<file path="src/logic/ifsd_pkg.sv">
// What this block does
// - IF feedback divides by prescaler times B plus A, prescaler on 4/5 core.
// - Control bits 1,0,1 latch the word into the IF reference divider only.
// - Doubler bit 0 feeds reference directly; 1 doubles it first.
// - Fifteen-bit IF reference divider, ratios 1 through 32767.
// - Control bits 1,1,0 load IF control; host writes zeros to test bits 13-12.
// - IF control bit 3 high holds all IF counters in reset.
// - IF charge-pump three-state bit high forces the pump to high impedance.
// - IF control bit 5 powers down IF; registers keep contents meanwhile.
// - Power-down loads counters, three-states pump, clears lock; link live.
// - IF control bit 7 selects phase detector polarity.
// - IF control bits 10 to 8 select IF charge-pump current.
// - Resync enabled only when IF control bits 15, 14 and 11 all set.
// - With resync on, each write to address 0 or 1 starts a resync.
// - Resync fires after reference cycles set by divider bits 17-3.
// - IF stays powered down until IF control, IF R, IF N, master written.
// - RF stays powered down until master, RF control, both RF words written.
// - Phase detector rate is reference times one plus doubler over divider.
// - Bits shift on rising serial clock; latch strobe rising edge transfers.
package ifsd_pkg;

    localparam int WORD_W = 24;
    localparam int ADDR_W = 3;
    localparam int RDIV_W = 15;
    localparam int ACNT_W = 6;
    localparam int BCNT_W = 13;
    localparam int PRE_W  = 8;

    // ------------------------------------------------------------
    // Address codes
    // ------------------------------------------------------------
    localparam logic [2:0] ADDR_RF_FREQ0 = 3'h0;
    localparam logic [2:0] ADDR_RF_FREQ1 = 3'h1;
    localparam logic [2:0] ADDR_RF_CTRL  = 3'h2;
    localparam logic [2:0] ADDR_MASTER   = 3'h3;
    localparam logic [2:0] ADDR_IF_NDIV  = 3'h4;
    localparam logic [2:0] ADDR_IF_RDIV  = 3'h5;
    localparam logic [2:0] ADDR_IF_CTRL  = 3'h6;

    // ------------------------------------------------------------
    // Field positions
    // ------------------------------------------------------------
    localparam int RDIV_LSB     = 3;
    localparam int RDIV_MSB     = 17;
    localparam int DOUBLER_BIT  = 18;
    localparam int CTL_CNT_RST  = 3;
    localparam int CTL_CP_TRI   = 4;
    localparam int CTL_PWR_DN   = 5;
    localparam int CTL_POL      = 7;
    localparam int CTL_CUR_LSB  = 8;
    localparam int CTL_CUR_MSB  = 10;
    localparam int CTL_RSY_A    = 11;
    localparam int CTL_TEST_LSB = 12;
    localparam int CTL_TEST_MSB = 13;
    localparam int CTL_RSY_B    = 14;
    localparam int CTL_RSY_C    = 15;
    localparam int NDIV_A_LSB   = 3;
    localparam int NDIV_A_MSB   = 8;
    localparam int NDIV_B_LSB   = 9;
    localparam int NDIV_B_MSB   = 21;
    localparam int NDIV_P_LSB   = 22;
    localparam int NDIV_P_MSB   = 23;

    // ------------------------------------------------------------
    // Reset values and prescaler core
    // ------------------------------------------------------------
    localparam logic [23:0] WORD_RST   = 24'h000000;
    localparam logic [6:0]  WRITTEN_RST = 7'h00;
    localparam logic [7:0]  PRE_CORE   = 8'h04;

endpackage

</file>
<file path="src/logic/ifsd_divider.sv">
module ifsd_divider #(
    parameter int WIDTH = 15
) (
    input  wire logic             clk_sys_i,
    input  wire logic             rstn_i,
    input  wire logic             hold_i,
    input  wire logic             step_i,
    input  wire logic [WIDTH-1:0] ratio_i,
    output logic                  tick_o
);

    logic [WIDTH-1:0] count;
    logic             last;

    // Ratio of zero behaves as one so the divider never stalls
    assign last = (count + {{(WIDTH-1){1'b0}}, 1'b1} >= ratio_i);

    always_ff @(posedge clk_sys_i) begin
        if (!rstn_i || hold_i) begin
            count  <= '0;
            tick_o <= 1'b0;
        end else if (step_i) begin
            if (last) begin
                count  <= '0;
                tick_o <= 1'b1;
            end else begin
                count  <= count + {{(WIDTH-1){1'b0}}, 1'b1};
                tick_o <= 1'b0;
            end
        end else begin
            tick_o <= 1'b0;
        end
    end

endmodule

</file>
<file path="src/logic/ifsd_top.sv">
module ifsd_top (
    input  wire logic       clk_sys_i,
    input  wire logic       rstn_i,
    input  wire logic       sclk_i,
    input  wire logic       serial_data_in_i,
    input  wire logic       latch_strobe_i,
    input  wire logic       reference_input_i,
    input  wire logic       if_feedback_input_i,
    output logic            if_ref_tick_o,
    output logic            if_feedback_tick_o,
    output logic            if_power_down_o,
    output logic            rf_power_down_o,
    output logic            if_counter_hold_o,
    output logic            if_cp_three_state_o,
    output logic            if_lock_detect_reset_o,
    output logic            if_pd_polarity_o,
    output logic [2:0]      if_cp_current_o,
    output logic [1:0]      if_test_mode_o,
    output logic            rf_resync_enable_o,
    output logic            rf_resync_pulse_o
);

    // ------------------------------------------------------------
    // Serial input register
    // ------------------------------------------------------------
    logic [ifsd_pkg::WORD_W-1:0] shift_word;
    logic                        sclk_prev;
    logic                        latch_prev;
    logic                        sclk_rise;
    logic                        latch_rise;
    logic [ifsd_pkg::ADDR_W-1:0] word_addr;

    assign sclk_rise  = sclk_i & ~sclk_prev;
    assign latch_rise = latch_strobe_i & ~latch_prev;
    assign word_addr  = shift_word[ifsd_pkg::ADDR_W-1:0];

    // Reset to the pins' idle level
    always_ff @(posedge clk_sys_i) begin
        if (!rstn_i) begin
            sclk_prev  <= 1'b0;
            latch_prev <= 1'b0;
        end else begin
            sclk_prev  <= sclk_i;
            latch_prev <= latch_strobe_i;
        end
    end

    // Power-down never blocks the shifter
    always_ff @(posedge clk_sys_i) begin
        if (!rstn_i) begin
            shift_word <= ifsd_pkg::WORD_RST;
        end else if (sclk_rise) begin
            shift_word <= {shift_word[ifsd_pkg::WORD_W-2:0],
                           serial_data_in_i};
        end
    end

    // ------------------------------------------------------------
    // Latched registers
    // ------------------------------------------------------------
    logic [ifsd_pkg::WORD_W-1:0] if_reference_divider;
    logic [ifsd_pkg::WORD_W-1:0] if_control;
    logic [ifsd_pkg::WORD_W-1:0] if_feedback_divider;
    logic [6:0]                  written;
    logic                        rf_freq_write;

    // IF address codes 4, 5 and 6 each load their own register
    always_ff @(posedge clk_sys_i) begin
        if (!rstn_i) begin
            if_reference_divider <= ifsd_pkg::WORD_RST;
        end else if (latch_rise && word_addr == ifsd_pkg::ADDR_IF_RDIV) begin
            if_reference_divider <= shift_word;
        end
    end

    always_ff @(posedge clk_sys_i) begin
        if (!rstn_i) begin
            if_control <= ifsd_pkg::WORD_RST;
        end else if (latch_rise && word_addr == ifsd_pkg::ADDR_IF_CTRL) begin
            if_control <= shift_word;
        end
    end

    always_ff @(posedge clk_sys_i) begin
        if (!rstn_i) begin
            if_feedback_divider <= ifsd_pkg::WORD_RST;
        end else if (latch_rise && word_addr == ifsd_pkg::ADDR_IF_NDIV) begin
            if_feedback_divider <= shift_word;
        end
    end

    // Sticky record of which addresses were ever written; only reset
    // clears it, so software power-down keeps everything
    always_ff @(posedge clk_sys_i) begin
        if (!rstn_i) begin
            written <= ifsd_pkg::WRITTEN_RST;
        end else if (latch_rise && word_addr <= ifsd_pkg::ADDR_IF_CTRL) begin
            written[word_addr] <= 1'b1;
        end
    end

    // Channel words for the resync timer
    assign rf_freq_write = latch_rise &&
                           (word_addr == ifsd_pkg::ADDR_RF_FREQ0 ||
                            word_addr == ifsd_pkg::ADDR_RF_FREQ1);

    // ------------------------------------------------------------
    // Section power state
    // ------------------------------------------------------------
    logic if_all_written;
    logic rf_all_written;
    logic if_pd;
    logic if_hold;
    logic if_tri;

    assign if_all_written = written[ifsd_pkg::ADDR_IF_CTRL] &
                            written[ifsd_pkg::ADDR_IF_RDIV] &
                            written[ifsd_pkg::ADDR_IF_NDIV] &
                            written[ifsd_pkg::ADDR_MASTER];
    assign rf_all_written = written[ifsd_pkg::ADDR_MASTER] &
                            written[ifsd_pkg::ADDR_RF_CTRL] &
                            written[ifsd_pkg::ADDR_RF_FREQ1] &
                            written[ifsd_pkg::ADDR_RF_FREQ0];

    assign if_pd   = ~if_all_written |
                     if_control[ifsd_pkg::CTL_PWR_DN];
    // Power-down forces hold and three-state
    assign if_hold = if_pd |
                     if_control[ifsd_pkg::CTL_CNT_RST];
    assign if_tri  = if_pd |
                     if_control[ifsd_pkg::CTL_CP_TRI];

    // Reset leaves both sections down
    always_ff @(posedge clk_sys_i) begin
        if (!rstn_i) begin
            if_power_down_o        <= 1'b1;
            rf_power_down_o        <= 1'b1;
            if_counter_hold_o      <= 1'b1;
            if_cp_three_state_o    <= 1'b1;
            if_lock_detect_reset_o <= 1'b1;
        end else begin
            if_power_down_o        <= if_pd;
            rf_power_down_o        <= ~rf_all_written;
            if_counter_hold_o      <= if_hold;
            if_cp_three_state_o    <= if_tri;
            if_lock_detect_reset_o <= if_pd;
        end
    end

    // Fields lag the register by a cycle
    always_ff @(posedge clk_sys_i) begin
        if (!rstn_i) begin
            if_pd_polarity_o <= 1'b0;
            if_cp_current_o  <= 3'h0;
            if_test_mode_o   <= 2'h0;
        end else begin
            if_pd_polarity_o <= if_control[ifsd_pkg::CTL_POL];
            if_cp_current_o  <= if_control[ifsd_pkg::CTL_CUR_MSB:
                                           ifsd_pkg::CTL_CUR_LSB];
            // Passed through untouched; zero is the host's duty
            if_test_mode_o   <= if_control[ifsd_pkg::CTL_TEST_MSB:
                                           ifsd_pkg::CTL_TEST_LSB];
        end
    end

    // ------------------------------------------------------------
    // Reference path
    // ------------------------------------------------------------
    logic                         ref_prev;
    logic                         ref_rise;
    logic                         ref_fall;
    logic                         ref_step;
    logic [ifsd_pkg::RDIV_W-1:0]  r_ratio;

    assign ref_rise = reference_input_i & ~ref_prev;
    assign ref_fall = ~reference_input_i & ref_prev;
    // Doubling uses both edges, so duty cycle sets the doubled spacing
    assign ref_step = if_reference_divider[ifsd_pkg::DOUBLER_BIT] ?
                      (ref_rise | ref_fall) : ref_rise;
    assign r_ratio  = if_reference_divider[ifsd_pkg::RDIV_MSB:
                                           ifsd_pkg::RDIV_LSB];

    // Limit: inputs below half the clock rate
    always_ff @(posedge clk_sys_i) begin
        if (!rstn_i) begin
            ref_prev <= 1'b0;
        end else begin
            ref_prev <= reference_input_i;
        end
    end

    logic r_tick;

    // Ratio 0 behaves as 1
    ifsd_divider #(
        .WIDTH (ifsd_pkg::RDIV_W)
    ) u_ref_div (
        .clk_sys_i (clk_sys_i),
        .rstn_i    (rstn_i),
        .hold_i    (if_hold),
        .step_i    (ref_step),
        .ratio_i   (r_ratio),
        .tick_o    (r_tick)
    );

    // ------------------------------------------------------------
    // Feedback path: pulse-swallow dual-modulus divider
    // ------------------------------------------------------------
    logic                         fb_prev;
    logic                         fb_rise;
    logic [ifsd_pkg::ACNT_W-1:0]  a_val;
    logic [ifsd_pkg::BCNT_W-1:0]  b_val;
    logic [1:0]                   p_sel;
    logic [ifsd_pkg::PRE_W-1:0]   p_val;
    logic [ifsd_pkg::PRE_W-1:0]   pre_ratio;
    logic [ifsd_pkg::ACNT_W-1:0]  a_count;
    logic                         swallow;
    logic                         pre_tick;
    logic                         b_tick;

    assign fb_rise = if_feedback_input_i & ~fb_prev;
    assign a_val   = if_feedback_divider[ifsd_pkg::NDIV_A_MSB:
                                         ifsd_pkg::NDIV_A_LSB];
    assign b_val   = if_feedback_divider[ifsd_pkg::NDIV_B_MSB:
                                         ifsd_pkg::NDIV_B_LSB];
    assign p_sel   = if_feedback_divider[ifsd_pkg::NDIV_P_MSB:
                                         ifsd_pkg::NDIV_P_LSB];
    // Prescaler grows from the 4/5 core by doubling stages
    assign p_val     = ifsd_pkg::PRE_CORE << p_sel;
    assign swallow   = (a_count < a_val);
    assign pre_ratio = p_val + {{(ifsd_pkg::PRE_W-1){1'b0}}, swallow};

    always_ff @(posedge clk_sys_i) begin
        if (!rstn_i) begin
            fb_prev <= 1'b0;
        end else begin
            fb_prev <= if_feedback_input_i;
        end
    end

    ifsd_divider #(
        .WIDTH (ifsd_pkg::PRE_W)
    ) u_prescaler (
        .clk_sys_i (clk_sys_i),
        .rstn_i    (rstn_i),
        .hold_i    (if_hold),
        .step_i    (fb_rise),
        .ratio_i   (pre_ratio),
        .tick_o    (pre_tick)
    );

    ifsd_divider #(
        .WIDTH (ifsd_pkg::BCNT_W)
    ) u_b_div (
        .clk_sys_i (clk_sys_i),
        .rstn_i    (rstn_i),
        .hold_i    (if_hold),
        .step_i    (pre_tick),
        .ratio_i   (b_val),
        .tick_o    (b_tick)
    );

    // A counts modulus P+1 cycles, then P runs out the remaining B-A
    // Limit: needs A no larger than B
    always_ff @(posedge clk_sys_i) begin
        if (!rstn_i || if_hold) begin
            a_count <= '0;
        end else if (b_tick) begin
            a_count <= '0;
        end else if (pre_tick && swallow) begin
            a_count <= a_count + {{(ifsd_pkg::ACNT_W-1){1'b0}}, 1'b1};
        end
    end

    always_ff @(posedge clk_sys_i) begin
        if (!rstn_i) begin
            if_ref_tick_o <= 1'b0;
        end else begin
            if_ref_tick_o <= r_tick & ~if_hold;
        end
    end

    always_ff @(posedge clk_sys_i) begin
        if (!rstn_i) begin
            if_feedback_tick_o <= 1'b0;
        end else begin
            if_feedback_tick_o <= b_tick & ~if_hold;
        end
    end

    // ------------------------------------------------------------
    // RF phase resync timer
    // ------------------------------------------------------------
    logic                        resync_en;
    logic                        resync_busy;
    logic [ifsd_pkg::RDIV_W-1:0] resync_count;

    // All three bits must be set
    assign resync_en = if_control[ifsd_pkg::CTL_RSY_C] &
                       if_control[ifsd_pkg::CTL_RSY_B] &
                       if_control[ifsd_pkg::CTL_RSY_A];

    // A fresh channel write restarts the wait; counts plain
    // reference edges, the doubler does not apply here
    always_ff @(posedge clk_sys_i) begin
        if (!rstn_i) begin
            resync_busy       <= 1'b0;
            resync_count      <= '0;
            rf_resync_pulse_o <= 1'b0;
        end else if (!resync_en) begin
            resync_busy       <= 1'b0;
            resync_count      <= '0;
            rf_resync_pulse_o <= 1'b0;
        end else if (rf_freq_write) begin
            resync_busy       <= 1'b1;
            resync_count      <= '0;
            rf_resync_pulse_o <= 1'b0;
        end else if (resync_busy && ref_rise) begin
            if (resync_count + {{(ifsd_pkg::RDIV_W-1){1'b0}}, 1'b1}
                >= r_ratio) begin
                resync_busy       <= 1'b0;
                resync_count      <= '0;
                rf_resync_pulse_o <= 1'b1;
            end else begin
                resync_count      <= resync_count +
                    {{(ifsd_pkg::RDIV_W-1){1'b0}}, 1'b1};
                rf_resync_pulse_o <= 1'b0;
            end
        end else begin
            rf_resync_pulse_o <= 1'b0;
        end
    end

    // Lets the RF side gate its resync
    always_ff @(posedge clk_sys_i) begin
        if (!rstn_i) begin
            rf_resync_enable_o <= 1'b0;
        end else begin
            rf_resync_enable_o <= resync_en;
        end
    end

endmodule

</file>
<file path="config.mk">
export PLATFORM = sky130hd
export DESIGN_NAME = ifsd_top
export DESIGN_NICKNAME = d
export VERILOG_FILES = /design/src/logic/ifsd_pkg.sv /design/src/logic/ifsd_divider.sv /design/src/logic/ifsd_top.sv
export SDC_FILE = /design/constraint.sdc
export NUM_CORES = 1
export LEC_CHECK = 0
export ABC_AREA = 1
export BUFFER_PORTS_ARGS = -buffer_cell sky130_fd_sc_hd__buf_4
export CORE_MARGIN = 2
export CORE_UTILIZATION = 56
export DETAILED_ROUTE_END_ITERATION = 16
export HOLD_SLACK_MARGIN = 0.12
export PLACE_DENSITY = 0.81
export SKIP_CTS_REPAIR_TIMING = 1
export SYNTH_ARGS = -nofsm -noshare
export SYNTH_HDL_FRONTEND = slang
export SYNTH_SLANG_ARGS = --single-unit
export TNS_END_PERCENT = 50
</file>
<file path="constraint.sdc">
create_clock -name clk_sys_i -period 2.2 [get_ports clk_sys_i]
set_input_delay 0.44 -clock clk_sys_i [delete_from_list [all_inputs] [get_ports clk_sys_i]]
set_output_delay 0.44 -clock clk_sys_i [all_outputs]
set_load 0.05 [all_outputs]
</file>
==> flow_summary.toml, run 1 <==
[layout]
stdcell_area_um2 = 10160
final_core_util = 0.7288
regArea_um2 = 3217
finalNonFillerCells = 1384
final_nets = 1258
n_fill_cell = 965
final_layout_size_suffix_gt1_frac = 0.2292
n_antenna_cell = 0
multi_input_area_um2 = 4736
synthToLayoutAreaGrowth_pct = 26.63

[synthesis]
ys_seq_elements = 159
synthTopCellsByCount = "nand2_1, nor2_1, dfxtp_1"
syn_area_per_cell_um2 = 7.232
synth-main-ff-cell = "dfxtp_1"
synth_top_area_cell = "dfxtp_1"
syn-cell-area_um2 = 8020
synthArstFlopShare = 0
netlist_instances = 1109
syn_nets = 1175
synth-edff-count = 0
synth_cell_type_count = 40
synth_top_area_frac = 0.3969
seq_area_frac_synth = 0.3969
synthTopCellsByArea = "dfxtp_1, ha_1, nand2_1"
yosysMostFrequentCell = "nand2_1"
ys_warn_count = 0

[grt]
track_usage = 0.2586
overflow = 0
grt_pass1_wl_um = 31220
grt_max_degree = 55
grt_pass1_vias = 6829
antenna_found_initial = 0

[worst_setup_path]
critPathArrivalTime_ns = 2.85
critPathCaptureType = "flop"
crit_path_start_kind = "flop"
rr_worst_depth = 14
ff2ff_setup_slack_ns = -0.30
timing.rr.start = "u_ref_div.count[11]$_SDFFE_PP0N_"
crit_chain = "nand2_1 -> nor3b_1 -> nand2_1 -> nand2_1 -> nand2_2 -> ha_4 -> nand2_4 -> a21oi_2 -> nor2_1 -> nand2_2 -> a21oi_4 -> clkbuf_16 -> nand3_1 -> a21oi_1"
critPathRequiredTime_ns = 2.56
reg2reg_to = "u_ref_div.count[0]$_SDFFE_PP0N_"
worstPathMaxFanout = 8
cpPeakStageDelay_ns = 0.41
cpMostUsedCell = "nand2_1"
worst-setup-path-type = "flop to flop"
cp_slowest_cell = "dfxtp_1"

[timing]
fin_ws_ns = -0.2982
tightest_slew_ns = 0.7118
setup_violations = 47
period_needed_ns = 2.498
fin_crit_sh = 1.136
holdWs_ns = 0.1906
rsz0062_at_grt = "yes"
hold_viol = 0
finClkSkew_ns = 0.007944
max_freq_ghz = 0.4003
setup-tns-final_ns = -8.897
slew_viol_final = 0
slew_headroom = 0.5249

[min_path]
hold_start = "latch_strobe_i"
hold_path.class = "input port to flop"
whs_endpoint = "latch_prev$_SDFF_PN0_"
whs_path_depth = 3

[route]
drc_errors = 0
firstDrtPassIters = 6
routedWlPerCell_um = 15.41
drtIter0Drc = 569
ant_nets = 0
routed_wirelength_um = 21320
vias = 7637
vias_per_cell = 5.518

[floorplanning]
core_um2 = 13930
rows = 43
die_w_um = 123.7
fp.dieH_um = 123.7
start_util = 0.5756
ios = 22
die_area_um2 = 15300

[placement]
post-place-cells = 1341
post_dp_cell_area_um2 = 8818
finalWeightedCongestion = 0.8778
port_buffers = 21
pre_cts_ws_ns = -0.2466
place_hpwl_um = 12850

[cts]
h-tree-depth = 4
cts.clk_slew.worst_paths_ns = 0.07
cts_tree = "done"
cts_buffer_depth = 2
insertion_delay_ns = 0.43
cts.sinks = 159
cts_buffers = 17
cts_root_buf = "clkbuf_16"

[pwr]
power_mw = 6.367
powerDensity_nw_per_um2 = 627.0
p_leak_nw = 4.565
ir_worst_vdd_mv = 0.6119

[outcome]
violations = "setup timing"
status = "finished with violations"

[run]
maxCapViolations = 0
## layer usage
metal,track usage,routed length [um],vias up
li1,-,-,3743
met1,0.3258,8662,3538
met2,0.4451,10670,279
met3,0.04716,1248,77
met4,0.08807,737,0
met5,0,0,-
## how the worst max path moves through the flow
stage / startpoint / depth (start not counted) / slack, ns / end
global placement: u_b_div.count[0]$_SDFFE_PP0P_ / 14 / -0.20 / u_b_div.count[9]$_SDFFE_PP0P_
CTS: resync_count[1]$_SDFFE_PP0P_ / 19 / -0.37 / resync_count[4]$_SDFFE_PP0P_
finish: u_ref_div.count[11]$_SDFFE_PP0N_ / 14 / -0.30 / u_ref_div.count[0]$_SDFFE_PP0N_
floorplan: u_b_div.count[0]$_SDFFE_PP0P_ / 14 / -0.01 / u_b_div.count[3]$_SDFFE_PP0P_
detailed placement: u_b_div.count[0]$_SDFFE_PP0P_ / 16 / -0.25 / u_b_div.count[9]$_SDFFE_PP0P_
global route: u_ref_div.count[11]$_SDFFE_PP0N_ / 14 / -0.43 / u_ref_div.count[3]$_SDFFE_PP0N_
## area by class of cell
| cell class | count | share of cell area |
|---|---|---|
| clock inverters | 12 | 0.01491 |
| clock buffers | 19 | 0.04263 |
| inverters | 153 | 0.05729 |
| flip-flops and latches | 159 | 0.3167 |
| multi-input cells | 760 | 0.4663 |
| well taps | 180 | 0.02218 |
| repair buffers | 101 | 0.07996 |
## state kept, by name (all words and copies together), names as in the netlist, 2 cells and up
register              cells
if_control               12
shift_word               24
a_count                   6
u_prescaler.count         8
if_cp_current_o           3
if_test_mode_o            2
u_b_div.count            13
written                   7
if_feedback_divider      21
resync_count             15
u_ref_div.count          15
if_reference_divider     16
## power by group
group          switching, mW  leakage, nW  internal, mW
Combinational          0.253         2.98         0.150
Sequential            0.0503         1.30          2.93
Clock                   1.28        0.283          1.70
## critical path: cells and delay by family (launching register included)
family	cells	cell delay [ns]
buffers and inverters	1	0.19
AOI/OAI and AO/OA	3	0.39
adders and majority gates	1	0.25
and+or+nand+nor	9	1.18
DFF	1	0.41
## cells by family (layout without fill, tap and decap cells)
group                    count (synthesis)  count (layout)  synth area share
multiplexers                             3               3          0.003744
buffers and inverters                  191             285           0.09485
adder cells (fa/ha/maj)                 59              59           0.09204
XOR/XNOR                                27              27           0.03042
AND/OR/NAND/NOR                        445             446            0.2371
AO/OA/AOI/OAI                          225             225            0.1449
flip-flops                             159             159            0.3969
## layout by cell type (no fill, tap or decap), types with 4 or more instances in the layout
master,Yosys,layout
nand3_2,1,4
xor2_1,22,14
clkbuf_16,0,18
nand3_1,39,34
nand2_2,3,21
nand2_4,1,8
nor2_1,160,140
dfxtp_1,159,146
nor3_1,14,10
xor2_2,1,8
nor2_2,9,17
nor2_4,2,14
o21ai_0,117,109
inv_6,0,4
dfxtp_4,0,7
ha_4,0,13
a21oi_2,1,12
o21ai_1,9,12
inv_1,149,141
ha_1,59,46
inv_2,3,9
nor3_2,3,4
dfxtp_2,0,6
a21o_1,4,4
o21ai_2,1,6
a21oi_1,85,73
nor3_4,1,4
buf_4,4,95
nand2_1,184,157
nand4_1,21,21
No activity file was read; power rests on OpenSTA's default activity.
==> run 2, diff against run 1 <==
--- a/config.mk
+++ b/config.mk
@@ -8,10 +8,10 @@
 export ABC_AREA = 1
 export BUFFER_PORTS_ARGS = -buffer_cell sky130_fd_sc_hd__buf_4
 export CORE_MARGIN = 2
-export CORE_UTILIZATION = 56
+export CORE_UTILIZATION = 60
 export DETAILED_ROUTE_END_ITERATION = 16
 export HOLD_SLACK_MARGIN = 0.12
-export PLACE_DENSITY = 0.81
+export PLACE_DENSITY = 0.82
 export SKIP_CTS_REPAIR_TIMING = 1
 export SYNTH_ARGS = -nofsm -noshare
 export SYNTH_HDL_FRONTEND = slang
==> constraint.sdc (replaced) <==
create_clock -name clk_sys_i -period 3 [get_ports clk_sys_i]
set_input_delay 0.3 -clock clk_sys_i [delete_from_list [all_inputs] [get_ports clk_sys_i]]
set_output_delay 0.3 -clock clk_sys_i [all_outputs]
set_load 0.05 [all_outputs]
==> run 2 against run 1 <==
Effect of this change: fmax shrank 6.2%; worst hold slack gained 0.014 ns; critical path depth grew 4; register-to-register slack gained 0.64 ns; the run now ends clean; die area shrank 6.5%; highest routed layer unchanged; final cell count shrank 5.3%; wire length shrank 18%.
==> flow_summary.toml, run 2 (synthesis results as in run 1) <==
[outcome]
status = "finished, final reports clean"

[floorplanning]
start_util = 0.6105
fp.dieH_um = 119.6
rows = 42
core_um2 = 13140
die_w_um = 119.6
die_area_um2 = 14310
ios = 22

[layout]
largest_reg_flops = 24
final_cell_mix = "nand2_1, nor2_1, dfxtp_1"
reg.largest.list = "shift_word x24, if_feedback_divider x21, if_reference_divider x16"
synthToLayoutAreaGrowth_pct = 11.28
layout_commonest_cell = "nand2_1"
largest_register = "shift_word"
n_fill_cell = 1099
final_nets = 1189
n_antenna_cell = 0
final_layout_size_suffix_gt1_frac = 0.07753

[pwr]
pwr-share-comb = 0.052
powerDensity_nw_per_um2 = 520.0
clock_power_share = 0.475
pwr-share-seq = 0.473
ir_worst_vdd_mv = 0.4628
power_mw = 4.641
p_leak_nw = 4.073
switchingPower_mw = 1.140
p_int_mw = 3.500
sw_frac_of_total = 0.2457

[cts]
cts.clk_slew.worst_paths_ns = 0.07
insertion_delay_ns = 0.43
cts_tree = "done"
cts_buffer_depth = 2
cts_buffers = 17
cts.sinks = 159
h-tree-depth = 4
cts_root_buf = "clkbuf_16"

[min_path]
hold_start = "serial_data_in_i"
whs_path_depth = 3
hold_path.class = "input port to flop"

[route]
vias_per_cell = 5.370
drtIter0Drc = 615
routedWlPerCell_um = 13.28
vias = 7040
routed_wirelength_um = 17410
drc_errors = 0
ant_nets = 0
firstDrtPassIters = 5

[timing]
tightest_slew_ns = 1.057
finClkSkew_ns = 0.008794
rsz0062_at_grt = "no"
hold_viol = 0
setup-tns-final_ns = 0
max_freq_ghz = 0.3756
slew_viol_final = 0
setup_violations = 0
fin_crit_sh = 0.8876
period_needed_ns = 2.663
slew_headroom = 0.2943

[grt]
grt_max_degree = 52
track_usage = 0.2560
antenna_found_initial = 0
overflow = 0
grt_pass1_wl_um = 29950
grt_pass1_vias = 6649

[worst_setup_path]
critPathCaptureType = "flop"
cp_slowest_cell = "dfxtp_1"
timing.rr.start = "resync_count[0]$_SDFFE_PP0P_"
startpoint = "resync_count[0]$_SDFFE_PP0P_"
critPathArrivalTime_ns = 2.98
cpPeakStageDelay_ns = 0.39
worstPathMaxFanout = 13
critPathRequiredTime_ns = 3.32
crit_path_start_kind = "flop"
crit_chain = "ha_1 -> nand2_1 -> inv_1 -> nand3_2 -> nor2_1 -> nand4_1 -> nand2_1 -> inv_1 -> ha_1 -> nand2_1 -> nor2_1 -> nand2_1 -> nor2_1 -> nor2_1 -> nand3_1 -> nand2_1 -> nand2_4 -> nor2_1"
rr_worst_depth = 18
worst-setup-path-type = "flop to flop"

[placement]
place_hpwl_um = 12030
port_buffers = 21
finalWeightedCongestion = 0.9099

[run]
maxCapViolations = 0
run 2: cell types whose count changed in the layout (fill, tap and decap cells not counted), moves of 11 or more:
cell and change:
dfxtp_1 +13, a21oi_1 +12, nand2_2 -18, ha_4 -13, ha_1 +13, buf_4 -66
a21oi_2 -11, nor2_4 -12, nand2_1 +26, nor2_1 +20
run 2: metrics by stage:
| step | cells | hold slack (ns) | setup slack, ns | area, um^2 | utilization |
|---|---|---|---|---|---|
| 2_1_floorplan | 1109 | 0.3842 | 0.6439 | 8020 | - |
| 3_3_place_gp | 1276 | 0.4001 | 0.3059 | 8278 | 0.6301 |
| 3_5_place_dp | 1276 | 0.4000 | 0.1747 | 8278 | 0.6301 |
| 4_1_cts | 1307 | 0.04458 | 0.1612 | 8877 | 0.6757 |
| 5_1_grt | 1311 | 0.2023 | 0.03978 | 8925 | 0.6793 |
| 6_report | 1311 | 0.2045 | 0.3373 | 8925 | 0.6793 |
run 2: final timing paths:
path | endpoint | slack (ns)
setup / recovery | resync_count[9]$_SDFFE_PP0P_ | 0.34
hold / removal | shift_word[0]$_SDFFE_PN0P_ | 0.20
setup reg to reg | resync_count[9]$_SDFFE_PP0P_ | 0.34
hold reg to reg | rf_power_down_o$_SDFF_PN1_ | 0.41
run 2: layout make-up:
type | instances | area [um^2] | area share
multi-input combinational | 759 | 4088 | 0.4580
tap | 176 | 220.2 | 0.02467
sequential | 159 | 3183 | 0.3567
timing repair buffer | 33 | 257.7 | 0.02888
clock buffer | 18 | 429.2 | 0.04809
inverter | 153 | 576.8 | 0.06463
clock inverter | 13 | 170.2 | 0.01907
run 2: power by group through the flow:
stage / sequential [mW] / combinational [mW] / clock [mW]
after floorplan: 2.23 / 0.178 / 0
after global placement: 2.24 / 0.226 / 0
after detailed placement: 2.24 / 0.232 / 0
after CTS: 2.19 / 0.236 / 2.23
after global routing: 2.20 / 0.278 / 2.33
final: 2.20 / 0.240 / 2.21
run 2: layer usage:
metal | wire [um] | share of wire | global-route usage
met5 | 0 | 0 | 0
met4 | 418 | 0.024 | 0.1110
met3 | 864 | 0.050 | 0.05038
met2 | 8460 | 0.49 | 0.4311
met1 | 7664 | 0.44 | 0.3191
run 2: critical path, delay by kind of cell, from the launching register on:
| family | cells | cell delay [ns] |
|---|---|---|
| simple gates | 14 | 1.53 |
| fa+ha+maj | 2 | 0.47 |
| flops | 1 | 0.39 |
| buf+inv | 2 | 0.17 |
